<file path="config.mk">
export PLATFORM = sky130hd
export DESIGN_NAME = tpm_top
export DESIGN_NICKNAME = d
export VERILOG_FILES = /design/src/hw/tpm_pkg.sv /design/src/hw/tpm_sync.sv /design/src/hw/tpm_top.sv
export SDC_FILE = /design/constraint.sdc
export NUM_CORES = 1
export LEC_CHECK = 0
export BUFFER_PORTS_ARGS = -buffer_cell sky130_fd_sc_hd__buf_2
export CAP_MARGIN = 20
export CORE_MARGIN = 10
export CORE_UTILIZATION = 40
export DETAILED_ROUTE_END_ITERATION = 10
export PLACE_DENSITY = 0.55
export SYNTH_ARGS = -nofsm -noshare
export SYNTH_HDL_FRONTEND = slang
export SYNTH_SLANG_ARGS = --single-unit
</file>
<file path="constraint.sdc">
create_clock -name i_ref_clk -period 3.8 [get_ports i_ref_clk]
set_input_delay 0.38 -clock i_ref_clk [delete_from_list [all_inputs] [get_ports i_ref_clk]]
set_output_delay 0.38 -clock i_ref_clk [all_outputs]
set_load 0.01 [all_outputs]
</file>
<file path="src/hw/tpm_pkg.sv">
// package: register map, field layouts and codes of the timer block
package tpm_pkg;

    ////////////////////////////////////////////////////////////////////////
    // register byte offsets on the apb bus
    localparam logic [7:0] TPM_OFS_CTRL   = 8'h00;
    localparam logic [7:0] TPM_OFS_TA_PER = 8'h04;
    localparam logic [7:0] TPM_OFS_TA_HI  = 8'h08;
    localparam logic [7:0] TPM_OFS_TB_CNT = 8'h0c;
    localparam logic [7:0] TPM_OFS_TB_RLD = 8'h10;
    localparam logic [7:0] TPM_OFS_ISTAT  = 8'h14;
    localparam logic [7:0] TPM_OFS_IMASK  = 8'h18;
    localparam logic [7:0] TPM_OFS_STAT   = 8'h1c;

    ////////////////////////////////////////////////////////////////////////
    // timer a operating modes
    typedef enum logic [1:0] {
        TPM_TA_TIMER   = 2'h0,
        TPM_TA_EVENT   = 2'h1,
        TPM_TA_ONESHOT = 2'h2,
        TPM_TA_PWM     = 2'h3
    } tpm_ta_mode_t;

    // timer b operating modes
    typedef enum logic [1:0] {
        TPM_TB_TIMER   = 2'h0,
        TPM_TB_EVENT   = 2'h1,
        TPM_TB_MEASURE = 2'h2,
        TPM_TB_RSVD    = 2'h3
    } tpm_tb_mode_t;

    // control register layout, bit 0 is the timer a start flag
    typedef struct packed {
        logic         tb_meas_sel; // 0 period, 1 width
        tpm_tb_mode_t tb_mode;
        tpm_ta_mode_t ta_mode;
        logic         tb_start;
        logic         ta_start;
    } tpm_ctrl_t;

    // interrupt status and mask layout
    typedef struct packed {
        logic tb;
        logic ta;
    } tpm_irq_t;

    localparam int unsigned TPM_CTRL_W = $bits(tpm_ctrl_t);
    localparam int unsigned TPM_IRQ_W  = $bits(tpm_irq_t);
    localparam int unsigned TPM_CNT_W  = 16;

    localparam tpm_ctrl_t       TPM_CTRL_RST = '0;
    localparam tpm_irq_t        TPM_IRQ_RST  = '0;
    localparam logic [15:0]     TPM_CNT_RST  = 16'h0000;
    localparam logic [15:0]     TPM_CNT_ONE  = 16'h0001;
    localparam logic [15:0]     TPM_CNT_ALL1 = 16'hffff;
    localparam logic [31:0]     TPM_RD_ZERO  = 32'h0000_0000;

endpackage : tpm_pkg

</file>
<file path="src/hw/tpm_sync.sv">
// two flip-flop synchroniser for a pin input
`timescale 1ns/1ps
`default_nettype none

module tpm_sync (
    input  wire logic i_ref_clk,
    input  wire logic i_rst,
    input  wire logic i_async,
    output var  logic o_sync
);

    logic meta;

    // first stage is seen by the second stage only
    always_ff @(posedge i_ref_clk) begin
        if (i_rst) begin
            meta   <= 1'b0;
            o_sync <= 1'b0;
        end else begin
            meta   <= i_async;
            o_sync <= meta;
        end
    end

endmodule : tpm_sync

`default_nettype wire

</file>
<file path="src/hw/tpm_top.sv">
// timer a pwm and timer b count / measure channels with apb registers
//
// Functional notes
// selecting pwm mode for timer a from timer or event mode, including the first selection after reset, sets the timer a request bit.
// software that uses the timer a interrupt clears its request bit after such a mode change.
// clearing the timer a start flag while pwm pulses run stops the counter.
// if the pulse output is high when pwm counting stops, it goes low and the timer a request bit is set.
// if the pulse output is already low when pwm counting stops, it stays low and no request is raised.
// in timer b timer or event mode a counter read returns the live count.
// a timer b counter read that meets the reload moment returns all ones.
// a timer b value written while halted in timer or event mode reads back unchanged until counting starts.
// changing the measurement select bit after measuring has started sets the timer b request bit.
// the first effective edge after a measurement start loads an undefined value into the reload register and raises no request.
// a request bit stays set until software clears it or the interrupt is accepted.
`timescale 1ns/1ps
`default_nettype none

module tpm_top
    import tpm_pkg::*;
(
    input  wire logic        i_ref_clk,
    input  wire logic        i_rst,
    // apb slave
    input  wire logic        i_psel,
    input  wire logic        i_penable,
    input  wire logic        i_pwrite,
    input  wire logic [7:0]  i_paddr,
    input  wire logic [31:0] i_pwdata,
    output var  logic [31:0] o_prdata,
    output logic             o_pready,
    output logic             o_pslverr,
    // interrupt acceptance strobes from the interrupt controller
    input  wire logic        i_ta_int_ack,
    input  wire logic        i_tb_int_ack,
    // timer b input pin (events or measured signal)
    input  wire logic        i_tb_in_pin,
    // timer a pulse pin and interrupt line
    output var  logic        o_timer_a_pulse_output,
    output logic             o_irq
);

    ////////////////////////////////////////////////////////////////////////
    // declarations
    typedef enum logic [2:0] {
        TPM_MS_IDLE  = 3'b001,
        TPM_MS_FIRST = 3'b010,
        TPM_MS_RUN   = 3'b100
    } tpm_ms_state_t;

    tpm_ctrl_t     ctrl;
    tpm_irq_t      istat;
    tpm_irq_t      imask;
    tpm_ms_state_t ms_state;
    tpm_ms_state_t next_ms_state;
    logic [15:0]   ta_per;
    logic [15:0]   ta_hi;
    logic [15:0]   ta_cnt;
    logic          ta_start_q;
    logic [15:0]   tb_cnt;
    logic [15:0]   tb_rld;
    logic          tb_start_q;
    logic          tb_pin;
    logic          tb_pin_q;
    logic          tb_rise;
    logic          tb_edge;
    logic          tb_tick;
    logic          tb_reload;
    logic          ta_pwm;
    logic          ta_stop;
    logic          ta_pwm_fall;
    logic          ta_uflow;
    logic          tb_meas;
    logic          setup;
    logic          wr_en;
    logic          rd_en;
    logic          addr_ok;
    tpm_ctrl_t     wr_ctrl;
    tpm_irq_t      set_irq;
    tpm_irq_t      clr_irq;
    tpm_irq_t      ack_irq;
    logic [31:0]   next_rdata;

    ////////////////////////////////////////////////////////////////////////
    // helpers

    // sticky bit: a hardware set wins over any clear in the same cycle
    function automatic logic sticky(input logic cur, input logic set,
                                    input logic clr);
        sticky = set | (cur & ~clr);
    endfunction : sticky

    // zero-extends a 16-bit value onto the 32-bit read bus
    function automatic logic [31:0] rd16(input logic [15:0] v);
        rd16 = {16'h0000, v};
    endfunction : rd16

    ////////////////////////////////////////////////////////////////////////
    // apb decode: writes land at the access edge, reads are fetched in
    // the setup cycle so that data is stable from a flop when pready rises
    assign setup    = i_psel & ~i_penable;
    assign wr_en    = i_psel & i_penable & i_pwrite;
    assign rd_en    = setup & ~i_pwrite;
    assign wr_ctrl  = tpm_ctrl_t'(i_pwdata[TPM_CTRL_W-1:0]);
    assign o_pready = i_psel & i_penable; // zero wait states

    always_comb begin
        case (i_paddr)
            TPM_OFS_CTRL, TPM_OFS_TA_PER, TPM_OFS_TA_HI,
            TPM_OFS_TB_CNT, TPM_OFS_TB_RLD, TPM_OFS_ISTAT,
            TPM_OFS_IMASK, TPM_OFS_STAT: addr_ok = 1'b1;
            default:                     addr_ok = 1'b0;
        endcase
    end

    assign o_pslverr = o_pready & ~addr_ok;

    ////////////////////////////////////////////////////////////////////////
    // read mux
    always_comb begin
        next_rdata = TPM_RD_ZERO;
        case (i_paddr)
            TPM_OFS_CTRL:   next_rdata = 32'(ctrl);
            TPM_OFS_TA_PER: next_rdata = rd16(ta_per);
            TPM_OFS_TA_HI:  next_rdata = rd16(ta_hi);
            TPM_OFS_TB_CNT: begin
                // a read on the reload cycle sees all ones
                if (tb_reload) begin
                    next_rdata = rd16(TPM_CNT_ALL1);
                end else begin
                    next_rdata = rd16(tb_cnt);
                end
            end
            TPM_OFS_TB_RLD: next_rdata = rd16(tb_rld);
            TPM_OFS_ISTAT:  next_rdata = 32'(istat);
            TPM_OFS_IMASK:  next_rdata = 32'(imask);
            TPM_OFS_STAT:   next_rdata = {29'h0000_0000, tb_start_q,
                                          ta_start_q,
                                          o_timer_a_pulse_output};
            default:        next_rdata = TPM_RD_ZERO;
        endcase
    end

    always_ff @(posedge i_ref_clk) begin
        if (i_rst) begin
            o_prdata <= TPM_RD_ZERO;
        end else if (rd_en) begin
            o_prdata <= next_rdata;
        end
    end

    ////////////////////////////////////////////////////////////////////////
    // control and timer a setting registers
    always_ff @(posedge i_ref_clk) begin
        if (i_rst) begin
            ctrl   <= TPM_CTRL_RST;
            ta_per <= TPM_CNT_RST;
            ta_hi  <= TPM_CNT_RST;
            imask  <= TPM_IRQ_RST;
        end else if (wr_en) begin
            case (i_paddr)
                TPM_OFS_CTRL:   ctrl   <= wr_ctrl;
                TPM_OFS_TA_PER: ta_per <= i_pwdata[15:0];
                TPM_OFS_TA_HI:  ta_hi  <= i_pwdata[15:0];
                TPM_OFS_IMASK:  imask  <= tpm_irq_t'(i_pwdata[1:0]);
                default:        ;
            endcase
        end
    end

    // start flags delayed one cycle to see the flag being cleared
    always_ff @(posedge i_ref_clk) begin
        if (i_rst) begin
            ta_start_q <= 1'b0;
            tb_start_q <= 1'b0;
        end else begin
            ta_start_q <= ctrl.ta_start;
            tb_start_q <= ctrl.tb_start;
        end
    end

    ////////////////////////////////////////////////////////////////////////
    // timer a: pwm counts up to the period, output high below the high
    // count; other modes count down and flag an underflow
    assign ta_pwm  = (ctrl.ta_mode == TPM_TA_PWM);
    assign ta_stop = ta_pwm & ta_start_q & ~ctrl.ta_start;
    assign ta_uflow = ~ta_pwm & ctrl.ta_start & (ta_cnt == TPM_CNT_RST);
    assign ta_pwm_fall = ta_pwm & ctrl.ta_start & o_timer_a_pulse_output
                       & (ta_cnt >= ta_hi);

    always_ff @(posedge i_ref_clk) begin
        if (i_rst) begin
            ta_cnt <= TPM_CNT_RST;
        end else if (!ctrl.ta_start) begin
            // counter holds while stopped
            ta_cnt <= ta_cnt;
        end else if (ta_pwm) begin
            ta_cnt <= (ta_cnt >= ta_per) ? TPM_CNT_RST : ta_cnt + TPM_CNT_ONE;
        end else begin
            ta_cnt <= ta_uflow ? ta_per : ta_cnt - TPM_CNT_ONE;
        end
    end

    // pulse pin: a stop with the pin high forces it low, a stop with it
    // low leaves it alone since the stopped counter no longer moves it
    always_ff @(posedge i_ref_clk) begin
        if (i_rst) begin
            o_timer_a_pulse_output <= 1'b0;
        end else if (!ta_pwm) begin
            o_timer_a_pulse_output <= 1'b0;
        end else if (!ctrl.ta_start) begin
            o_timer_a_pulse_output <= 1'b0;
        end else begin
            o_timer_a_pulse_output <= (ta_cnt < ta_hi);
        end
    end

    ////////////////////////////////////////////////////////////////////////
    // timer b input pin: synchronise, then find edges
    tpm_sync u_tb_sync (
        .i_ref_clk (i_ref_clk),
        .i_rst     (i_rst),
        .i_async   (i_tb_in_pin),
        .o_sync    (tb_pin)
    );

    always_ff @(posedge i_ref_clk) begin
        if (i_rst) begin
            tb_pin_q <= 1'b0;
        end else begin
            tb_pin_q <= tb_pin;
        end
    end

    assign tb_rise = tb_pin & ~tb_pin_q;
    // width measurement uses both edges, period measurement rising only
    assign tb_edge = ctrl.tb_meas_sel ? (tb_pin ^ tb_pin_q) : tb_rise;
    assign tb_meas = (ctrl.tb_mode == TPM_TB_MEASURE);

    always_comb begin
        case (ctrl.tb_mode)
            TPM_TB_TIMER: tb_tick = 1'b1;
            TPM_TB_EVENT: tb_tick = tb_rise;
            default:      tb_tick = 1'b0;
        endcase
    end

    assign tb_reload = ctrl.tb_start & tb_tick & (tb_cnt == TPM_CNT_RST);

    ////////////////////////////////////////////////////////////////////////
    // timer b measurement sequencer
    always_comb begin
        next_ms_state = ms_state;
        case (ms_state)
            TPM_MS_IDLE:
                if (tb_meas && ctrl.tb_start) next_ms_state = TPM_MS_FIRST;
            TPM_MS_FIRST:
                if (!(tb_meas && ctrl.tb_start)) next_ms_state = TPM_MS_IDLE;
                else if (tb_edge) next_ms_state = TPM_MS_RUN;
            TPM_MS_RUN:
                if (!(tb_meas && ctrl.tb_start)) next_ms_state = TPM_MS_IDLE;
            default: next_ms_state = TPM_MS_IDLE;
        endcase
    end

    always_ff @(posedge i_ref_clk) begin
        if (i_rst) begin
            ms_state <= TPM_MS_IDLE;
        end else begin
            ms_state <= next_ms_state;
        end
    end

    ////////////////////////////////////////////////////////////////////////
    // timer b counter and reload register; outside measure mode a write while halted loads
    // both, a write while counting only the reload for the next cycle
    always_ff @(posedge i_ref_clk) begin
        if (i_rst) begin
            tb_cnt <= TPM_CNT_RST;
            tb_rld <= TPM_CNT_RST;
        end else if (wr_en && i_paddr == TPM_OFS_TB_CNT && !tb_meas) begin
            tb_rld <= i_pwdata[15:0];
            if (!ctrl.tb_start) begin
                tb_cnt <= i_pwdata[15:0];
            end
        end else if (tb_meas) begin
            if (ms_state == TPM_MS_IDLE) begin
                tb_cnt <= TPM_CNT_RST;
            end else if (tb_edge) begin
                // the first capture holds whatever was counted before
                // the signal was seen, so its value means nothing
                tb_rld <= tb_cnt;
                tb_cnt <= TPM_CNT_RST;
            end else begin
                tb_cnt <= tb_cnt + TPM_CNT_ONE;
            end
        end else if (tb_reload) begin
            tb_cnt <= tb_rld;
        end else if (ctrl.tb_start && tb_tick) begin
            tb_cnt <= tb_cnt - TPM_CNT_ONE;
        end
    end

    ////////////////////////////////////////////////////////////////////////
    // interrupt event sources
    always_comb begin
        set_irq = TPM_IRQ_RST;
        // entering pwm from timer or event mode, reset mode is timer
        if (wr_en && i_paddr == TPM_OFS_CTRL && wr_ctrl.ta_mode == TPM_TA_PWM
            && (ctrl.ta_mode == TPM_TA_TIMER
                || ctrl.ta_mode == TPM_TA_EVENT)) begin
            set_irq.ta = 1'b1;
        end
        if (ta_stop && o_timer_a_pulse_output) begin
            set_irq.ta = 1'b1;
        end
        if (ta_pwm_fall || ta_uflow) begin
            set_irq.ta = 1'b1;
        end
        // select bit flipped while a measurement is under way
        if (wr_en && i_paddr == TPM_OFS_CTRL && ms_state != TPM_MS_IDLE
            && wr_ctrl.tb_meas_sel != ctrl.tb_meas_sel) begin
            set_irq.tb = 1'b1;
        end
        if (ms_state == TPM_MS_RUN && tb_edge) begin
            set_irq.tb = 1'b1;
        end
        if (!tb_meas && tb_reload) begin
            set_irq.tb = 1'b1;
        end
    end

    assign clr_irq = (wr_en && i_paddr == TPM_OFS_ISTAT)
                   ? tpm_irq_t'(i_pwdata[1:0]) : TPM_IRQ_RST;
    assign ack_irq = '{tb: i_tb_int_ack, ta: i_ta_int_ack};

    // request bits clear by write-one or acceptance, never by themselves
    always_ff @(posedge i_ref_clk) begin
        if (i_rst) begin
            istat <= TPM_IRQ_RST;
        end else begin
            istat.ta <= sticky(istat.ta, set_irq.ta,
                               clr_irq.ta | ack_irq.ta);
            istat.tb <= sticky(istat.tb, set_irq.tb,
                               clr_irq.tb | ack_irq.tb);
        end
    end

    assign o_irq = |(istat & imask);

endmodule : tpm_top

`default_nettype wire

</file>
==> impl_metrics.yaml, run 1 <==
setup_path:
  critPathCaptureType: "register"
  crit_slowest_cell: "or4_4"
  crit_cells: 6
  cpLargestDelayFamily: "simple AND/OR/NAND/NOR gates"
  cp-start-kind: "register"
  cp_cell_sequence: "or4_4, or4b_4, or3_1, mux2_4, a2111oi_0, nor4_1"
  worstPathRequired_ns: 4.10
  critPathKind: "reg -> reg"
  crit_buf_inv: 0
  crit_fanout: 12
  cpPeakStageDelay_ns: 0.59
  crit_arrival_ns: 3.42
  reg2regPathDepth: 6
floorplan:
  die_y_microns: 159.0
  dieArea_sq_um: 25300
  initial_core_util_pct: 40.93
  io_pins: 84
  die_x_microns: 159.0
  num_rows: 50
  core_area_sq_um: 18890
cts:
  numCtsBuffers: 17
  cts_hold_buffers: 0
  clockBufferDepth: 2
  cts_sinks: 116
  path_clk_slew_ns: 0.06
  cts-root-buf: "clkbuf_16"
  cts.repair.resized: 0
  cts_tree: "built"
  cts_max_level: 4
  worstSkewPairLatency_ns: 0.42
  postCtsSetupBuffers: 0
sta:
  max_freq_mhz: 320.7
  finalClockSkew_ns: 0.01029
  setup_violations: 0
  rsz0062_at_grt: "no"
  timing.final.crit_period_ns: 3.118
  maxSlewViolCount: 0
  tightest_slew_ns: 1.103
  hold_violations: 0
  slew_headroom_pct: 26.07
  finalSetupTns_ns: 0
  whs_ns: 0.1695
  finalCritPeriodShare_pct: 82.06
synth:
  synthCells: 1010
  syn_area_per_cell_sq_um: 7.657
  synth_compound_area_share_pct: 23.98
  ys.warnings.count: 0
  yosysUniqueCellTypes: 73
  synth.area.mux_share_pct: 4.983
  synth_edf_count: 0
  seq_area_frac_synth_pct: 30.03
  synth-seq-cells: 116
  synth_flop_cell: "dfxtp_1"
  synth-xor-area-share_pct: 3.284
  synth_area_sq_um: 7734
  synth_top_family_by_area: "compound AO/OA/AOI/OAI gates"
  synth-simple-area-share_pct: 23.56
  synth_async_sr_flop_share_pct: 0
  synth_fa_ha_area_share_pct: 6.148
pwr:
  power_leakage_uw: 0.003329
  power.density_nw_per_um2: 338.1
  vdd_drop_max_uv: 268.5
drt:
  antenna_left: 0
  wire_per_inst_microns: 19.44
  wirelength_microns: 25110
  drtIter0Drc: 592
  route.detailed.drc: 0
  dr.pass1.iters: 7
  vias: 7506
  routed_via_density: 5.810
global_routing:
  grt_pass1_vias: 7036
  overflow: 0
  grt_util_all_layers_pct: 19.35
  antenna_found_initial: 0
  grt_start_max_net_pins: 71
  grt_pass1_wl_microns: 40190
cells_and_area:
  num-nets-final: 1105
  drive_gt1_share_pct: 11.82
  diodes: 0
  area_delta_synth_final_pct: 12.30
  final_area_sq_um: 8685
placed_design:
  dpl.hpwl_microns: 18190
  io_buffers: 51
  placed_area_sq_um: 8103
  gp_congestion: 0.9033
run:
  cap_violations: 0
min_path:
  holdPathStages: 2
  hp-class: "in -> reg"
run_status:
  status: "complete, no violations"
==> per-stage QoR <==
stage                     instances  setup WS [ns]  utilization (%)  total power [uW]
after floorplan                1025          1.010                -              1316
after global placement         1260         0.6338            42.89              1358
after detailed placement       1260         0.6057            42.89              1358
after CTS                      1292         0.6754            45.97              2965
after global routing           1292         0.5732            45.97              3021
final                          1292         0.6817            45.97              2936
==> layout by cell type (no fill, tap or decap), types with 20 or more instances in the layout <==
cell type | Yosys | final
a21o_1 | 20 | 20
nand3_1 | 24 | 24
dfxtp_1 | 116 | 116
inv_1 | 48 | 48
ha_1 | 38 | 38
o21ai_0 | 61 | 61
buf_4 | 16 | 20
mux2i_1 | 31 | 31
a21oi_1 | 75 | 75
nand2_1 | 106 | 106
a22oi_1 | 32 | 32
nor2_1 | 74 | 74
buf_2 | 4 | 50
nor3_1 | 44 | 42
==> power breakdown <==
group / leakage (uW) / internal (uW) / switching (uW)
sequential: 0.000934 / 1220 / 1.34
combinational: 0.00212 / 29.6 / 84.3
clock: 0.000272 / 967 / 636
total: 0.00333 / 2210 / 722
==> cells by family (layout without fill, tap and decap cells) <==
family	after synthesis	count (layout)
AO/OA/AOI/OAI	285	285
multiplexers	35	35
AND/OR/NAND/NOR	363	363
buffers and inverters	143	150
adder cells (fa/ha/maj)	38	38
flip-flops	116	116
XOR/XNOR	29	29
other	1	16
==> state kept, by name, summed over array words and instances, names as in the netlist, 2 cells and up <==
register and count:
ta_per 16, ta_hi 16, tb_rld 16, istat 2
imask 2, ms_state 3, tb_cnt 16, ctrl 7
ta_cnt 16, o_prdata 16
==> synthesized netlist by cell type (6+ instances only) <==
cell | number | share of area (%)
a22o_1 | 13 | 1.5
xor2_1 | 12 | 1.4
clkbuf_1 | 70 | 3.4
xnor2_1 | 17 | 1.9
inv_1 | 48 | 2.3
a31oi_1 | 13 | 1.1
a21o_1 | 20 | 1.9
dfxtp_1 | 116 | 30
a2111oi_0 | 7 | 0.79
nor2_1 | 74 | 3.6
mux2i_1 | 31 | 4.0
or3_1 | 17 | 1.4
and2_1 | 7 | 0.57
nor3_1 | 44 | 2.8
nor4_1 | 13 | 1.1
nand4_1 | 15 | 1.2
o21ai_0 | 61 | 3.9
buf_4 | 16 | 1.6
a21oi_1 | 75 | 4.9
nand2b_1 | 6 | 0.49
nand2_1 | 106 | 5.1
or4_1 | 6 | 0.58
o211ai_1 | 13 | 1.3
a22oi_1 | 32 | 3.1
nor2b_1 | 14 | 1.1
ha_1 | 38 | 6.1
nand3_1 | 24 | 1.6
o41ai_1 | 6 | 0.68
==> layer usage <==
metal  GRT usage [%]  up-vias  wire length (microns)
met2           31.49      209                  12090
met1           26.25     3619                  11500
met4           3.960        0                    186
met3           3.305       14                   1333
li1                -     3664                      -
met5               0        -                      0
==> layout make-up <==
type,instances,area (sq um)
fillers,1949,10210
repair buffers,70,400.4
flip-flops and latches,116,2322
inverters,48,180.2
clock inverters,15,156.4
well taps,260,325.3
multi-input cells,766,4875
clock buffers,17,425.4
==> path summary, 6_finish.rpt <==
path	end	from	slack, ns
min reg2reg	u_tb_sync.o_sync$_SDFF_PP0_	u_tb_sync.meta$_SDFF_PP0_	0.44
max	tb_cnt[12]$_SDFFE_PP0P_	tb_cnt[7]$_SDFFE_PP0P_	0.68
min	u_tb_sync.meta$_SDFF_PP0_	i_tb_in_pin	0.17
max reg2reg	tb_cnt[12]$_SDFFE_PP0P_	tb_cnt[7]$_SDFFE_PP0P_	0.68
(Power assumes the default switching activity.)
==> run 2, diff against run 1 <==
- ABC_AREA: default -> 1
- clock period: 3.8 -> 3.2 ns (I/O delays scaled with it)
==> run 2 against run 1 <==
  * Register-to-register slack gained 0.17 ns
  * Area after synthesis grew 7.7%
  * Die area grew 6.7%
  * First-iteration DRC count grew 26%
  * Largest cell class unchanged
  * Sequential share of layout area shrank 2.0 points
  * Clock power grew 12%
==> impl_metrics.yaml, run 2 <==
pwr:
  vdd_drop_max_uv: 295.4
  totalPowerFinal_uw: 3482
  switching_share_pct: 24.93
  power.density_nw_per_um2: 371.4
  combPwrFrac_pct: 6.1
  p_switching_uw: 868.2
  sequentialPowerShare_pct: 42.1
  power_leakage_uw: 0.004538
  p_int_uw: 2614
  clkPwrFrac_pct: 51.8
cells_and_area:
  fillers: 2249
  diodes: 0
  multi_input_area_sq_um: 5011
  area_delta_synth_final_pct: 12.54
  num-nets-final: 1502
  layout_commonest_cell: "nand2_1"
  mostFrequentLayoutCells: "nand2_1 (357), nor2_1 (180), inv_1 (172)"
  register_area_sq_um: 2322
  drive_gt1_share_pct: 9.594
sta:
  finalCritPeriodShare_pct: 73.50
  maxSlewViolCount: 0
  setup_violations: 0
  max_freq_mhz: 425.2
  hold_violations: 0
  finalSetupTns_ns: 0
  timing.final.crit_period_ns: 2.352
  slew_headroom_pct: 52.51
  finalClockSkew_ns: 0.007468
  whs_ns: 0.1321
  rsz0062_at_grt: "no"
  tightest_slew_ns: 0.7124
setup_path:
  cpPeakStageDelay_ns: 0.35
  crit_arrival_ns: 2.63
  timing.rr.start: "ta_cnt[0]$_SDFFE_PP0P_"
  reg2reg_setup_slack_ns: 0.85
  worstReg2RegEnd: "ta_cnt[11]$_SDFFE_PP0P_"
  reg2regPathDepth: 11
  crit_slowest_cell: "dfxtp_1"
  critPathKind: "reg -> reg"
  worstSetupEndpoint: "ta_cnt[11]$_SDFFE_PP0P_"
  cp-start-kind: "register"
  worstPathRequired_ns: 3.47
  crit_fanout: 11
  cp_cell_sequence: "inv_1, ha_1, nand2_1, nor2_2, nand3_2, inv_2, nand2_1, nand3_1, o21ai_0, nor2_1, nor2_1"
  critPathCaptureType: "register"
  startpoint: "ta_cnt[0]$_SDFFE_PP0P_"
synth:
  syn_area_per_cell_sq_um: 6.050
  synth-seq-cells: 116
  ys.warnings.count: 0
  synth_edf_count: 0
  synth.most_common_cell: "nand2_1"
  synth_async_sr_flop_share_pct: 0
  yosys-top-cells-area: "dfxtp_1 (28%), nand2_1 (16%), nor2_1 (8.2%)"
  synth_top_area_share_pct: 27.88
  synth_flop_cell: "dfxtp_1"
  synthCells: 1377
  synth_area_sq_um: 8330
  yosysTopAreaCell: "dfxtp_1"
  synthTopCellsByCount: "nand2_1 (357), nor2_1 (182), inv_1 (172), nand3_1 (130), dfxtp_1 (116)"
  seq_area_frac_synth_pct: 27.88
  yosysUniqueCellTypes: 42
drt:
  wl_met3_microns: 1289
  top_layer: "met4"
  drtIter0Drc: 745
  vias: 8740
  routed_via_density: 5.147
  wire_per_inst_microns: 16.33
  wirelength_microns: 27730
  dr_wl_met2_microns: 13220
  antenna_left: 0
  dr.pass1.iters: 6
  route.detailed.drc: 0
  wl_met1_microns: 12730
cts:
  clockBufferDepth: 2
  worstSkewPairLatency_ns: 0.42
  cts_hold_buffers: 0
  postCtsSetupBuffers: 0
  cts-root-buf: "clkbuf_16"
  path_clk_slew_ns: 0.06
  cts_max_level: 4
  cts_sinks: 116
  cts_tree: "built"
  numCtsBuffers: 17
  cts.repair.resized: 0
placed_design:
  dpl.hpwl_microns: 20760
  io_buffers: 51
  gp_congestion: 0.9009
floorplan:
  initial_core_util_pct: 40.91
  num_rows: 52
  die_y_microns: 164.3
  dieArea_sq_um: 27000
  die_x_microns: 164.3
  io_pins: 84
  core_area_sq_um: 20360
global_routing:
  grt_pass1_vias: 8301
  antenna_found_initial: 0
  grt_util_all_layers_pct: 20.64
  grt_pass1_wl_microns: 44390
  overflow: 0
  grt_start_max_net_pins: 55
run_status:
  status: "complete, no violations"
run:
  cap_violations: 0
min_path:
  hp-class: "in -> reg"
## run 2: cell count changes in the layout (fill, tap and decap cells not counted), moves of 31 or more
cell,previous run,this run
nor2_1,74,180
mux2i_1,31,0
nand3_1,24,130
nand2_1,106,357
inv_1,48,172
a22oi_1,32,1
## run 2: worst max-delay path, delay by kind of cell (launching register included)
family | cells | cell delay [ns]
simple gates | 7 | 0.93
compound gates | 1 | 0.07
fa+ha+maj | 1 | 0.30
buf+inv | 2 | 0.55
flops | 1 | 0.35
## run 2: how the worst min path moves through the flow
stage                              start                          end  slack, ns  cells after the start
2_1_floorplan  u_tb_sync.meta$_SDFF_PP0_  u_tb_sync.o_sync$_SDFF_PP0_       0.39                      2
3_3_place_gp   u_tb_sync.meta$_SDFF_PP0_  u_tb_sync.o_sync$_SDFF_PP0_       0.39                      2
3_5_place_dp   u_tb_sync.meta$_SDFF_PP0_  u_tb_sync.o_sync$_SDFF_PP0_       0.40                      2
4_1_cts                      i_tb_in_pin    u_tb_sync.meta$_SDFF_PP0_       0.11                      3
5_1_grt                      i_tb_in_pin    u_tb_sync.meta$_SDFF_PP0_       0.14                      3
6_report                     i_tb_in_pin    u_tb_sync.meta$_SDFF_PP0_       0.13                      3
## run 2: layer usage
metal,track usage (%),up-vias
li1,-,4486
met5,0,-
met4,6.580,0
met2,34.42,221
met1,26.76,4003
met3,3.004,30
## run 2: final cells by class
cell class                      instances  share of cell area, %
Multi-Input combinational cell       1026                  53.45
Sequential cell                       116                  24.77
Inverter                              179                  7.167
Timing Repair Buffer                   76                  5.205
Clock buffer                           21                  4.911
Tap cell                              270                  3.603
Clock inverter                         10                 0.8942
## run 2: logic make-up (layout without fill, tap and decap cells)
| family | Yosys count | count (layout) | share of synthesized area (%) |
|---|---|---|---|
| flip-flops | 116 | 116 | 27.88 |
| AO/OA/AOI/OAI | 234 | 234 | 15.58 |
| AND/OR/NAND/NOR | 719 | 719 | 36.09 |
| XOR/XNOR | 19 | 19 | 1.998 |
| buffers and inverters | 250 | 286 | 12.71 |
| adder cells (fa/ha/maj) | 38 | 38 | 5.707 |
| other | 1 | 16 | 0.04502 |
## run 2: stage by stage
| stage | util [%] | setup WS, ns | area [sq um] | cells |
|---|---|---|---|---|
| 2_1_floorplan | - | 1.368 | 8387 | 1392 |
| 3_3_place_gp | 43.23 | 0.8694 | 8803 | 1666 |
| 3_5_place_dp | 43.36 | 0.8636 | 8831 | 1667 |
| 4_1_cts | 46.04 | 0.8581 | 9375 | 1698 |
| 5_1_grt | 46.04 | 0.6289 | 9375 | 1698 |
| 6_report | 46.04 | 0.8480 | 9375 | 1698 |
## run 2: power by group through the flow
| stage | registers, uW | clock network [uW] | logic, uW |
|---|---|---|---|
| floorplan | 1500 | 0 | 144 |
| global placement | 1500 | 0 | 204 |
| detailed placement | 1500 | 0 | 208 |
| CTS | 1470 | 1830 | 209 |
| global route | 1470 | 1890 | 237 |
| finish | 1470 | 1800 | 211 |
